## config.mk

```make
export PLATFORM = sky130hd
export DESIGN_NAME = sac_adc_ctrl
export DESIGN_NICKNAME = d
export VERILOG_FILES = /design/src/rtl/sac_pkg.sv /design/src/rtl/sac_adc_ctrl.sv
export SDC_FILE = /design/constraint.sdc
export NUM_CORES = 1
export LEC_CHECK = 0
export BUFFER_PORTS_ARGS = -buffer_cell sky130_fd_sc_hd__buf_4
export CAP_MARGIN = 25
export CORE_ASPECT_RATIO = 1.2
export CORE_UTILIZATION = 35
export CTS_CLUSTER_DIAMETER = 150
export CTS_CLUSTER_SIZE = 20
export DETAILED_ROUTE_END_ITERATION = 12
export PLACE_DENSITY = 0.63
export SYNTH_ARGS = -nofsm -noshare
export SYNTH_HDL_FRONTEND = slang
export SYNTH_SLANG_ARGS = --single-unit
export TNS_END_PERCENT = 30
```

## constraint.sdc

```tcl
create_clock -name hclk -period 3.1 [get_ports hclk]
set_input_delay 0.155 -clock hclk [delete_from_list [all_inputs] [get_ports hclk]]
set_output_delay 0.155 -clock hclk [all_outputs]
set_load 0.005 [all_outputs]
```

## src/rtl/sac_pkg.sv

```systemverilog
/*
  constants for the converter channel and sequence control block:
  register indices, reset values, field positions, timing.
  assumes: 10 MHz hclk, word-per-register bus map (byte address = 4 x index).
*/
package sac_pkg;

  // ----------------------------------------------------------------
  // register indices
  // ----------------------------------------------------------------
  localparam logic [19:0] IDX_PIN_CONFIG   = 20'hf0017;
  localparam logic [19:0] IDX_PORT2_DIR    = 20'hfff22;
  localparam logic [19:0] IDX_CHANNEL_SEL  = 20'hfff31;
  localparam logic [19:0] IDX_MODE         = 20'hfff30;
  localparam logic [19:0] IDX_WIDE_RESULT  = 20'hfff1e;
  localparam logic [19:0] IDX_NARROW_RESLT = 20'hfff1f;
  localparam logic [19:0] IDX_PERIPH_EN    = 20'hf00f0;
  localparam logic [19:0] IDX_PORT2_DATA   = 20'hfff02;

  // ----------------------------------------------------------------
  // reset values
  // ----------------------------------------------------------------
  localparam logic [7:0]  RST_CHANNEL_SEL  = 8'h00;
  localparam logic [4:0]  RST_PIN_CONFIG   = 5'h10;
  localparam logic [7:0]  RST_PORT2_DIR    = 8'hff;
  localparam logic [7:0]  RST_MODE         = 8'h00;
  localparam logic [7:0]  RST_PERIPH_EN    = 8'h00;
  localparam logic [7:0]  RST_PORT2_LATCH  = 8'h00;
  localparam logic [9:0]  RST_RESULT       = 10'h000;

  // ----------------------------------------------------------------
  // field positions
  // ----------------------------------------------------------------
  localparam int          MODE_START_BIT   = 7;
  localparam int          MODE_CMP_EN_BIT  = 0;
  localparam int          PER_CLK_GATE_BIT = 5;
  localparam int          CH_SRC_BIT       = 7;
  localparam logic [7:0]  CH_WRITE_MASK    = 8'h87;
  localparam logic [4:0]  PIN_CFG_ALL_A    = 5'h08;
  localparam logic [4:0]  PIN_CFG_ALL_B    = 5'h10;
  localparam int          RESULT_PAD       = 6;

  // ----------------------------------------------------------------
  // timing
  // ----------------------------------------------------------------
  localparam int          CLK_PERIOD_NS    = 100;
  localparam int          SAMPLE_TIME_NS   = 1000;
  localparam int          SAMPLE_CYCLES    = (SAMPLE_TIME_NS + CLK_PERIOD_NS - 1) / CLK_PERIOD_NS;
  localparam int          RESULT_BITS      = 10;

  // ----------------------------------------------------------------
  // sequencer states, gray along sample-set-compare-done
  // ----------------------------------------------------------------
  typedef enum logic [2:0] {
    SAC_IDLE   = 3'b000,
    SAC_SAMPLE = 3'b001,
    SAC_SET    = 3'b011,
    SAC_CMP    = 3'b010,
    SAC_DONE   = 3'b110
  } sac_state_e;

endpackage

```

## src/rtl/sac_adc_ctrl.sv

```systemverilog
/*
  successive-approximation converter control: channel select, pin
  configuration, port direction, bit-serial approximation sequence,
  result registers and end-of-conversion pulse, all behind an
  ahb-lite slave.
  assumes: single-slave bus (hready = hreadyout), full-word transfers,
  an external comparator whose output is valid one cycle after the
  ladder tap changes, pins synchronous to hclk.
*/
// The implementer's own choice: the AHB-Lite slave port.
`timescale 1ns/10ps

module sac_adc_ctrl #(
  parameter int SAMPLE_CYCLES_P = sac_pkg::SAMPLE_CYCLES,
  parameter int NUM_PINS        = 8
) (
  input  wire logic                hclk,
  input  wire logic                hresetn,
  input  wire logic                hsel,
  input  wire logic [31:0]         haddr,
  input  wire logic [1:0]          htrans,
  input  wire logic                hwrite,
  input  wire logic [2:0]          hsize,
  input  wire logic [31:0]         hwdata,
  input  wire logic                hready,
  output logic                     hreadyout,
  output logic                     hresp,
  output logic [31:0]              hrdata,
  input  wire logic                comp_ge,
  output logic                     sample_en,
  output logic [9:0]               tap_code,
  output logic [2:0]               analog_channel,
  output logic                     channel_valid,
  output logic                     comparator_power,
  output logic                     conversion_done_irq,
  input  wire logic [NUM_PINS-1:0] port2_pin_in,
  output logic [NUM_PINS-1:0]      port2_pin_out,
  output logic [NUM_PINS-1:0]      port2_pin_oe,
  output logic [NUM_PINS-1:0]      analog_pin_mask
);

  // ----------------------------------------------------------------
  // helpers
  // ----------------------------------------------------------------
  function automatic logic [NUM_PINS-1:0] digital_mask(input logic [4:0] cfg);
    logic [NUM_PINS-1:0] m;
    m = '0;
    if (cfg == sac_pkg::PIN_CFG_ALL_B || cfg >= sac_pkg::PIN_CFG_ALL_A) begin
      m = '1;
    end else begin
      for (int i = 0; i < NUM_PINS; i++) begin
        if (i < int'(cfg)) begin
          m[i] = 1'b1;
        end
      end
    end
    return m;
  endfunction

  function automatic logic idx_is(input logic [19:0] idx, input logic [19:0] want);
    return idx == want;
  endfunction

  // ----------------------------------------------------------------
  // registers
  // ----------------------------------------------------------------
  logic [7:0]          channel_sel_r;
  logic [4:0]          pin_config_r;
  logic [7:0]          port2_dir_r;
  logic [7:0]          mode_r;
  logic [7:0]          periph_en_r;
  logic [7:0]          port2_latch_r;
  logic [9:0]          result_r;
  logic [31:0]         hrdata_r;
  logic                wr_ph_r;
  logic                rd_ph_r;
  logic [19:0]         ph_idx_r;
  logic                conv_done_r;
  sac_pkg::sac_state_e state_r;
  logic [15:0]         samp_cnt_r;
  logic [9:0]          sar_r;
  logic [3:0]          bit_idx_r;

  logic                addr_ok;
  logic                accept;
  logic                wr_en;
  logic                ch_wr;
  logic                conv_gate;
  logic                start_bit;
  logic                busy;
  logic [NUM_PINS-1:0] dig_mask;
  logic [NUM_PINS-1:0] port_read;

  // ----------------------------------------------------------------
  // bus address phase
  // ----------------------------------------------------------------
  assign addr_ok   = (haddr[31:22] == 10'h000) && (haddr[1:0] == 2'b00);
  assign accept    = hsel && htrans[1] && hready;
  assign wr_en     = wr_ph_r;
  assign hreadyout = !rd_ph_r;
  assign hresp     = 1'b0;
  assign hrdata    = hrdata_r;

  always_ff @(posedge hclk or negedge hresetn) begin
    if (!hresetn) begin
      wr_ph_r  <= 1'b0;
      ph_idx_r <= 20'h00000;
    end else if (accept) begin
      wr_ph_r  <= hwrite && addr_ok;
      ph_idx_r <= haddr[21:2];
    end else begin
      wr_ph_r  <= 1'b0;
    end
  end

  // reads take one wait state so hrdata comes from a flop
  always_ff @(posedge hclk or negedge hresetn) begin
    if (!hresetn) begin
      rd_ph_r <= 1'b0;
    end else begin
      rd_ph_r <= accept && !hwrite;
    end
  end

  // ----------------------------------------------------------------
  // read mux
  // ----------------------------------------------------------------
  always_ff @(posedge hclk or negedge hresetn) begin
    if (!hresetn) begin
      hrdata_r <= 32'h0000_0000;
    end else if (rd_ph_r) begin
      hrdata_r <= 32'h0000_0000;
      if (idx_is(ph_idx_r, sac_pkg::IDX_CHANNEL_SEL)) begin
        hrdata_r[7:0] <= channel_sel_r;
      end
      if (idx_is(ph_idx_r, sac_pkg::IDX_PIN_CONFIG)) begin
        hrdata_r[4:0] <= pin_config_r;
      end
      if (idx_is(ph_idx_r, sac_pkg::IDX_PORT2_DIR)) begin
        hrdata_r[7:0] <= port2_dir_r;
      end
      if (idx_is(ph_idx_r, sac_pkg::IDX_MODE)) begin
        hrdata_r[7:0] <= mode_r;
      end
      if (idx_is(ph_idx_r, sac_pkg::IDX_PERIPH_EN)) begin
        hrdata_r[7:0] <= periph_en_r;
      end
      if (idx_is(ph_idx_r, sac_pkg::IDX_PORT2_DATA)) begin
        hrdata_r[NUM_PINS-1:0] <= port_read;
      end
      if (idx_is(ph_idx_r, sac_pkg::IDX_WIDE_RESULT)) begin
        hrdata_r[15:0] <= {result_r, {sac_pkg::RESULT_PAD{1'b0}}};
      end
      if (idx_is(ph_idx_r, sac_pkg::IDX_NARROW_RESLT)) begin
        hrdata_r[7:0] <= result_r[9:2];
      end
    end
  end

  // ----------------------------------------------------------------
  // software registers
  // ----------------------------------------------------------------
  assign ch_wr = wr_en && idx_is(ph_idx_r, sac_pkg::IDX_CHANNEL_SEL);

  always_ff @(posedge hclk or negedge hresetn) begin
    if (!hresetn) begin
      channel_sel_r <= sac_pkg::RST_CHANNEL_SEL;
    end else if (ch_wr) begin
      // bits three to six held zero
      channel_sel_r <= hwdata[7:0] & sac_pkg::CH_WRITE_MASK;
    end
  end

  always_ff @(posedge hclk or negedge hresetn) begin
    if (!hresetn) begin
      pin_config_r <= sac_pkg::RST_PIN_CONFIG;
    end else if (wr_en && idx_is(ph_idx_r, sac_pkg::IDX_PIN_CONFIG)) begin
      pin_config_r <= hwdata[4:0];
    end
  end

  always_ff @(posedge hclk or negedge hresetn) begin
    if (!hresetn) begin
      port2_dir_r <= sac_pkg::RST_PORT2_DIR;
    end else if (wr_en && idx_is(ph_idx_r, sac_pkg::IDX_PORT2_DIR)) begin
      port2_dir_r <= hwdata[7:0];
    end
  end

  always_ff @(posedge hclk or negedge hresetn) begin
    if (!hresetn) begin
      port2_latch_r <= sac_pkg::RST_PORT2_LATCH;
    end else if (wr_en && idx_is(ph_idx_r, sac_pkg::IDX_PORT2_DATA)) begin
      port2_latch_r <= hwdata[7:0];
    end
  end

  always_ff @(posedge hclk or negedge hresetn) begin
    if (!hresetn) begin
      mode_r <= sac_pkg::RST_MODE;
    end else if (wr_en && idx_is(ph_idx_r, sac_pkg::IDX_MODE)) begin
      mode_r <= hwdata[7:0];
    end
  end

  always_ff @(posedge hclk or negedge hresetn) begin
    if (!hresetn) begin
      periph_en_r <= sac_pkg::RST_PERIPH_EN;
    end else if (wr_en && idx_is(ph_idx_r, sac_pkg::IDX_PERIPH_EN)) begin
      periph_en_r <= hwdata[7:0];
    end
  end

  // ----------------------------------------------------------------
  // pins and channel routing
  // ----------------------------------------------------------------
  // lowest n pins digital
  assign dig_mask        = digital_mask(pin_config_r);
  assign analog_pin_mask = ~dig_mask;

  // output buffer on for direction zero
  assign port2_pin_out = port2_latch_r[NUM_PINS-1:0];
  assign port2_pin_oe  = ~port2_dir_r[NUM_PINS-1:0] & dig_mask;

  genvar g;
  generate
    for (g = 0; g < NUM_PINS; g++) begin : g_port_read
      assign port_read[g] = !dig_mask[g] ? 1'b0 :
                            (port2_dir_r[g] ? port2_pin_in[g] : port2_latch_r[g]);
    end
  endgenerate

  // three-bit channel, top bit gates inputs 0 and 1
  assign analog_channel = channel_sel_r[2:0];
  assign channel_valid  = !(channel_sel_r[sac_pkg::CH_SRC_BIT] && (channel_sel_r[2:1] == 2'b00));

  assign comparator_power = mode_r[sac_pkg::MODE_CMP_EN_BIT];

  assign conv_gate = periph_en_r[sac_pkg::PER_CLK_GATE_BIT];
  assign start_bit = mode_r[sac_pkg::MODE_START_BIT];
  assign busy      = (state_r != sac_pkg::SAC_IDLE);

  // ----------------------------------------------------------------
  // sequencer
  // ----------------------------------------------------------------
  always_ff @(posedge hclk or negedge hresetn) begin
    if (!hresetn) begin
      state_r <= sac_pkg::SAC_IDLE;
    end else if (conv_gate) begin
      if (!start_bit) begin
        state_r <= sac_pkg::SAC_IDLE;
      end else if (ch_wr) begin
        state_r <= sac_pkg::SAC_SAMPLE;
      end else begin
        case (state_r)
          sac_pkg::SAC_IDLE: begin
            state_r <= sac_pkg::SAC_SAMPLE;
          end
          sac_pkg::SAC_SAMPLE: begin
            if (samp_cnt_r == 16'(SAMPLE_CYCLES_P - 1)) begin
              state_r <= sac_pkg::SAC_SET;
            end
          end
          sac_pkg::SAC_SET: begin
            state_r <= sac_pkg::SAC_CMP;
          end
          sac_pkg::SAC_CMP: begin
            if (bit_idx_r == 4'h0) begin
              state_r <= sac_pkg::SAC_DONE;
            end else begin
              state_r <= sac_pkg::SAC_SET;
            end
          end
          sac_pkg::SAC_DONE: begin
            state_r <= sac_pkg::SAC_SAMPLE;
          end
          default: begin
            state_r <= sac_pkg::SAC_IDLE;
          end
        endcase
      end
    end
  end

  always_ff @(posedge hclk or negedge hresetn) begin
    if (!hresetn) begin
      samp_cnt_r <= 16'h0000;
    end else if (conv_gate) begin
      if (state_r == sac_pkg::SAC_SAMPLE && !ch_wr) begin
        samp_cnt_r <= samp_cnt_r + 16'h0001;
      end else begin
        samp_cnt_r <= 16'h0000;
      end
    end
  end

  // trial bit then keep or clear
  always_ff @(posedge hclk or negedge hresetn) begin
    if (!hresetn) begin
      sar_r     <= 10'h000;
      bit_idx_r <= 4'h0;
    end else if (conv_gate) begin
      case (state_r)
        sac_pkg::SAC_SAMPLE: begin
          sar_r     <= 10'h000;
          bit_idx_r <= 4'(sac_pkg::RESULT_BITS - 1);
        end
        sac_pkg::SAC_SET: begin
          sar_r[bit_idx_r] <= 1'b1;
        end
        sac_pkg::SAC_CMP: begin
          if (!comp_ge) begin
            sar_r[bit_idx_r] <= 1'b0;
          end
          if (bit_idx_r != 4'h0) begin
            bit_idx_r <= bit_idx_r - 4'h1;
          end
        end
        default: begin
          bit_idx_r <= bit_idx_r;
        end
      endcase
    end
  end

  always_ff @(posedge hclk or negedge hresetn) begin
    if (!hresetn) begin
      result_r <= sac_pkg::RST_RESULT;
    end else if (conv_gate && start_bit && !ch_wr && state_r == sac_pkg::SAC_DONE) begin
      result_r <= sar_r;
    end
  end

  always_ff @(posedge hclk or negedge hresetn) begin
    if (!hresetn) begin
      conv_done_r <= 1'b0;
    end else begin
      conv_done_r <= conv_gate && start_bit && !ch_wr && state_r == sac_pkg::SAC_DONE;
    end
  end

  // ----------------------------------------------------------------
  // analog side
  // ----------------------------------------------------------------
  assign sample_en           = (state_r == sac_pkg::SAC_SAMPLE);
  assign tap_code            = sar_r;
  assign conversion_done_irq = conv_done_r;

endmodule

```

Word-level counts from Yosys, hierarchy flattened
Cells that the tools add are included.
{"block": "word_totals", "mem_bits_rw": 0, "input_bits": 83, "reg_bits": 123, "n_memories": 0, "latch_bits": 0, "romBits": 0}
{"block": "op_classes", "bitwise": 6, "add_sub_neg": 2, "multipliers": 0, "n_div": 0, "n_reduce_logical": 34, "shifts": 0, "muxes": 46, "eq_ne": 17, "order_cmp": 11}
{"op": "== test 20 bit (second input constant)", "n": 8}
{"op": "2-to-1 mux 8 bit", "n": 7}
{"op": "2-to-1 mux 16 bit", "n": 2}
{"op": "one-hot mux 10 bit (3 select lines)", "n": 1}
{"op": "2-to-1 mux 1 bit", "n": 26}
{"op": "< comparator 3 x 5 -> 1 bit (first input constant)", "n": 4}
{"op": "logical AND 1 bit", "n": 17}
{"op": "adder 16 x 1 -> 16 bit (second input constant)", "n": 1}
{"op": "== test 16 x 4 -> 1 bit (second input constant)", "n": 1}
{"op": "inverter 8 bit", "n": 2}
{"op": "2-to-1 mux 3 bit", "n": 4}
{"op": "one-hot mux 3 bit (4 select lines)", "n": 1}
{"op": "bitwise AND 10 bit", "n": 1}
{"op": "zero test 10 bit", "n": 1}
{"op": "< comparator 1 x 5 -> 1 bit (first input constant)", "n": 2}
{"op": "< comparator 2 x 5 -> 1 bit (first input constant)", "n": 2}
{"op": "2-to-1 mux 10 bit", "n": 1}
{"op": "inverter 10 bit", "n": 1}
{"op": "OR 10 bit", "n": 1}
{"op": "bitwise AND 8 bit", "n": 1}
{"op": "one-hot mux 4 bit (2 select lines)", "n": 1}
{"op": "== test 3 x 2 -> 1 bit (second input constant)", "n": 2}
{"op": "AND reduction 3 bit", "n": 2}
{"op": "== test 5 bit (second input constant)", "n": 1}
{"op": "other kinds (21)", "n": 26}

Longest topological paths before layout
{"block": "depth", "depth_word": 9, "mapped_depth": 7, "mapped_depth_nobuf": 7}

Least setup slack after synthesis
OpenSTA, ideal clock, no wires.
{"block": "synth_timing", "path_type": "register to register", "start": "register ph_idx_r[3]", "end": "register result_r[0]", "required_ns": 2.975, "path_buffers": 1, "arrival_ns": 2.114, "stages_incl_launch_ff": 8, "setup_time_ns": 0.125, "slack_ns": 0.861, "cell_sequence": "dfrtp_1 or4_4 nor4_4 nand4_4 nand4_2 nor2_1 buf_6 mux2_4"}
{"block": "synth_between", "elab_chain_len": 5}
{"item": "from (decl)", "line_no": "sac_adc_ctrl.sv:77", "source": "logic [19:0] ph_idx_r;"}
{"item": "from (signal assigned)", "line_no": "sac_adc_ctrl.sv:110", "source": "ph_idx_r <= haddr[21:2];"}
{"item": "== test 20 bit", "line_no": "sac_adc_ctrl.sv:61", "source": "return idx == want;"}
{"item": "logical AND 1 bit", "line_no": "sac_adc_ctrl.sv:163", "source": "assign ch_wr = wr_en && idx_is(ph_idx_r, sac_pkg::IDX_CHANNEL_SEL);"}
{"item": "zero test 1 bit", "line_no": "sac_adc_ctrl.sv:329", "source": "end else if (conv_gate && start_bit && !ch_wr && state_r == sac_pkg::SAC_DONE) begin"}
{"item": "logical AND 1 bit (2 in series)", "line_no": "sac_adc_ctrl.sv:329"}
{"item": "to (signal assigned)", "line_no": "sac_adc_ctrl.sv:328", "source": "result_r <= sac_pkg::RST_RESULT;"}
{"item": "to (signal assigned)", "line_no": "sac_adc_ctrl.sv:330", "source": "result_r <= sar_r;"}
{"item": "to (decl)", "line_no": "sac_adc_ctrl.sv:73", "source": "logic [9:0] result_r;"}
Every way passes these cells.
A chain may end at the register's enable or synchronous reset.

Worst setup path after layout
{"block": "layout_timing", "start": "register ph_idx_r[3]", "end": "register result_r[5]"}
The elaborated chain is that of the path after synthesis.

==> results_dict.tcl <==
set metrics [dict create \
    grt_pass1_vias 4985 \
    synthCells 556 \
    crit_arrival_ps 2860 \
    gp_congestion 0.8204 \
    postRouteAntennaNets 0 \
    filler_cell_count 1566 \
    dieHeight_um 147.1 \
    cts_sinks 123 \
    grt_usage 0.1877 \
    diodes 0 \
    clockBufferDepth 2 \
    drc_errors 0 \
    path_max_fanout 10 \
    worstPathRequired_ps 3410 \
    finalSetupTns_ps 0 \
    finalMaxSlewViolations 0 \
    ys_async_sr_fraction 1.000 \
    critPathTopFamily "simple AND/OR/NAND/NOR gates" \
    path_buf_inv 1 \
    hold_violations 0 \
    fin_crit_sh 0.8232 \
    final_layout_size_suffix_gt1_frac 0.3352 \
    layout_min_cycle_time_ps 2552 \
    ys_ff_latch 123 \
    postCtsSetupRepairBufs 0 \
    grt.overflow.total 0 \
    setup_viol 0 \
    status "complete, no violations" \
    wirelength_um 16340 \
    cts_tree "done" \
    cap_violations 0 \
    grt_pass1_wl_um 26010 \
    clk_pin_slew_ps 60 \
    rsz0062_at_grt "false" \
    root_buffer "clkbuf_16" \
    leakage_nw 3.627 \
    die-area_mm2 0.01809 \
    antenna_found_initial 0 \
    area_growth_pct 32.34 \
    fmax_mhz 391.8 \
    hp-class "in -> reg" \
    endpoint_kind "flip-flop" \
    crit_slowest_cell "or4_4" \
    ys.flop_type "dfrtp_1" \
    wire_per_inst_um 17.37 \
    cts_inserted_buffers 17 \
    synth-seq-area-share 0.5027 \
    synth_edf_count 0 \
    path_class "reg -> reg" \
    start_util 0.3605 \
    postCtsHoldBufs 29 \
    fin_util 0.4770 \
    drt-initial-drc-count 331 \
    vias 5001 \
    fin_skew_ps 7.848 \
    crit_chain "or4_4 -> nor4_4 -> nand4_4 -> nand4_2 -> nor2_1 -> buf_4 -> mux2_4" \
    row_count 52 \
    yosys_warnings 0 \
    cts.htree.levels 4 \
    dpl.hpwl_um 11790 \
    num_io_pins 158 \
    viasPerCell 5.315 \
    nNetsFinal 802 \
    coreArea_mm2 0.01705 \
    die-width_um 123.0 \
    dp_cells 879 \
    insertion_delay_ps 420 \
    dr.pass1.iters 5 \
    finalNonFillerCells 941 \
    syn_area_mm2 0.006145 \
    worst_setup_path_start_kind "flip-flop" \
    grt_max_degree 63 \
    worst_pin_slew_ps 958.4 \
    whs_ps 21.81 \
    cpPeakStageDelay_ps 570 \
    synth_cell_types 62 \
    io_buffers 112 \
    slew-limit-headroom 0.3593 \
    max-vdd-ir-drop_mv 0.3984 \
    cts_resized 0 \
    avgSynthCellArea_um2 11.05 \
    power_density_mw_per_mm2 528.0 \
]
registers in the layout, indices dropped and copies added (netlist names):
| name | cells |
|---|---|
| mode_r | 8 |
| port2_pin_out | 8 |
| periph_en_r | 8 |
| hrdata | 16 |
| channel_sel_r | 4 |
| ph_idx_r | 20 |
| pin_config_r | 5 |
| conversion_done_irq | 1 |
| wr_en | 1 |
| bit_idx_r | 4 |
| samp_cnt_r | 16 |
| state_r | 3 |
| tap_code | 10 |
| port2_dir_r | 8 |
| result_r | 10 |
| rd_ph_r | 1 |
kinds of logic after synthesis:
group	Yosys count	share of synthesized area
adder cells (fa/ha/maj)	7	0.01425
AND/OR/NAND/NOR	193	0.1704
multiplexers	80	0.1505
AO/OA/AOI/OAI	99	0.1063
XOR/XNOR	11	0.01568
buffers and inverters	42	0.03950
flip-flops	123	0.5028
other	1	0.0006103
final timing paths:
| kind | from | end | slack (ps) | cells after the start |
|---|---|---|---|---|
| min in group asynchronous | hresetn | port2_pin_out[4] | 370 | 2 |
| max | ph_idx_r[3] | result_r[5] | 550 | 7 |
| min | hwdata[0] | pin_config_r[0] | 20 | 2 |
| max in group asynchronous | hresetn | port2_dir_r[5] | 1770 | 3 |
| max reg2reg | ph_idx_r[3] | result_r[5] | 550 | 7 |
| min reg2reg | mode_r[1] | mode_r[1] | 510 | 1 |
cells in the mapped netlist (3+ instances only):
master | instances | area (um2)
nor3_1 | 8 | 40.04
and4_1 | 6 | 52.55
xnor2_1 | 3 | 26.28
clkbuf_1 | 7 | 26.28
nor2_1 | 43 | 161.4
nor4_1 | 10 | 62.56
nand2_1 | 49 | 183.9
inv_1 | 9 | 33.78
dfrtp_1 | 114 | 2853
a211oi_1 | 3 | 22.52
mux2i_1 | 8 | 80.08
nor4b_1 | 4 | 35.03
a22o_1 | 12 | 105.1
buf_4 | 20 | 150.1
mux2_2 | 63 | 709.4
nand4_1 | 14 | 87.58
xor2_1 | 8 | 70.07
a22oi_1 | 10 | 75.07
and2_1 | 5 | 31.28
a21oi_1 | 17 | 85.08
o311ai_0 | 3 | 26.28
mux2_4 | 9 | 135.1
o21ai_0 | 32 | 160.2
ha_1 | 7 | 87.58
or3_1 | 4 | 25.02
and3_1 | 8 | 50.05
nand3_1 | 15 | 75.07
or2_2 | 3 | 18.77
nand2b_1 | 4 | 25.02
dfstp_2 | 9 | 236.5
o22ai_1 | 3 | 18.77
nor2b_1 | 8 | 50.05
metrics by stage:
stage,area (um2),power [mW],worst slack [ps]
after detailed placement,7193,2.160,525.2
after CTS,8124,4.334,512.3
after global routing,8132,4.457,434.6
after floorplan,6205,1.978,860.7
after global placement,7193,2.142,619.8
final,8132,4.293,548.0
area by class of cell:
| cell class | instances | area, um2 | share of cell area |
|---|---|---|---|
| clock buffer | 25 | 505.5 | 0.06216 |
| clock inverter | 7 | 135.1 | 0.01662 |
| inverter | 10 | 37.54 | 0.004616 |
| multi-input combinational | 407 | 2873 | 0.3533 |
| sequential | 123 | 3089 | 0.3799 |
| tap | 216 | 270.3 | 0.03324 |
| timing repair buffer | 153 | 1221 | 0.1502 |
routing by layer:
| layer | GRT usage | wire length, um |
|---|---|---|
| met1 | 0.2460 | 7172 |
| met2 | 0.2986 | 7845 |
| met4 | 0.06707 | 337 |
| met3 | 0.04581 | 986 |
| met5 | 0 | 0 |
layout by cell type, fill, tap and decap left out, drive strengths merged, types with 4 or more instances in the layout:
cell type    netlist  layout
or3                4       4
conb               1      17
nand2b             4       4
nor2b              8       8
xor2               8       8
bufinv             0       4
nor4              13      13
buf               25     124
dfrtp            114     114
nand4             16      16
clkbuf             7      25
and4               6       6
dlygate4sd3        0      29
inv                9       9
a21oi             17      17
nor3               8       8
nor2              43      43
and2               5       5
nand3             15      15
dfstp              9       9
or2                4       4
a22oi             10      10
nor4b              4       4
o21ai             33      33
ha                 7       7
clkinv             1       4
and3               8       8
a22o              12      12
mux2i              8       8
mux2              72      72
nand2             49      49
power breakdown:
part	total, mW	internal (mW)	switching (mW)	leakage (nW)
Combinational	0.371	0.204	0.168	1.76
Clock	2.13	1.45	0.683	0.317
Sequential	1.79	1.69	0.0966	1.55
Total	4.29	3.35	0.947	3.63
No activity file was read; power rests on OpenSTA's default activity.
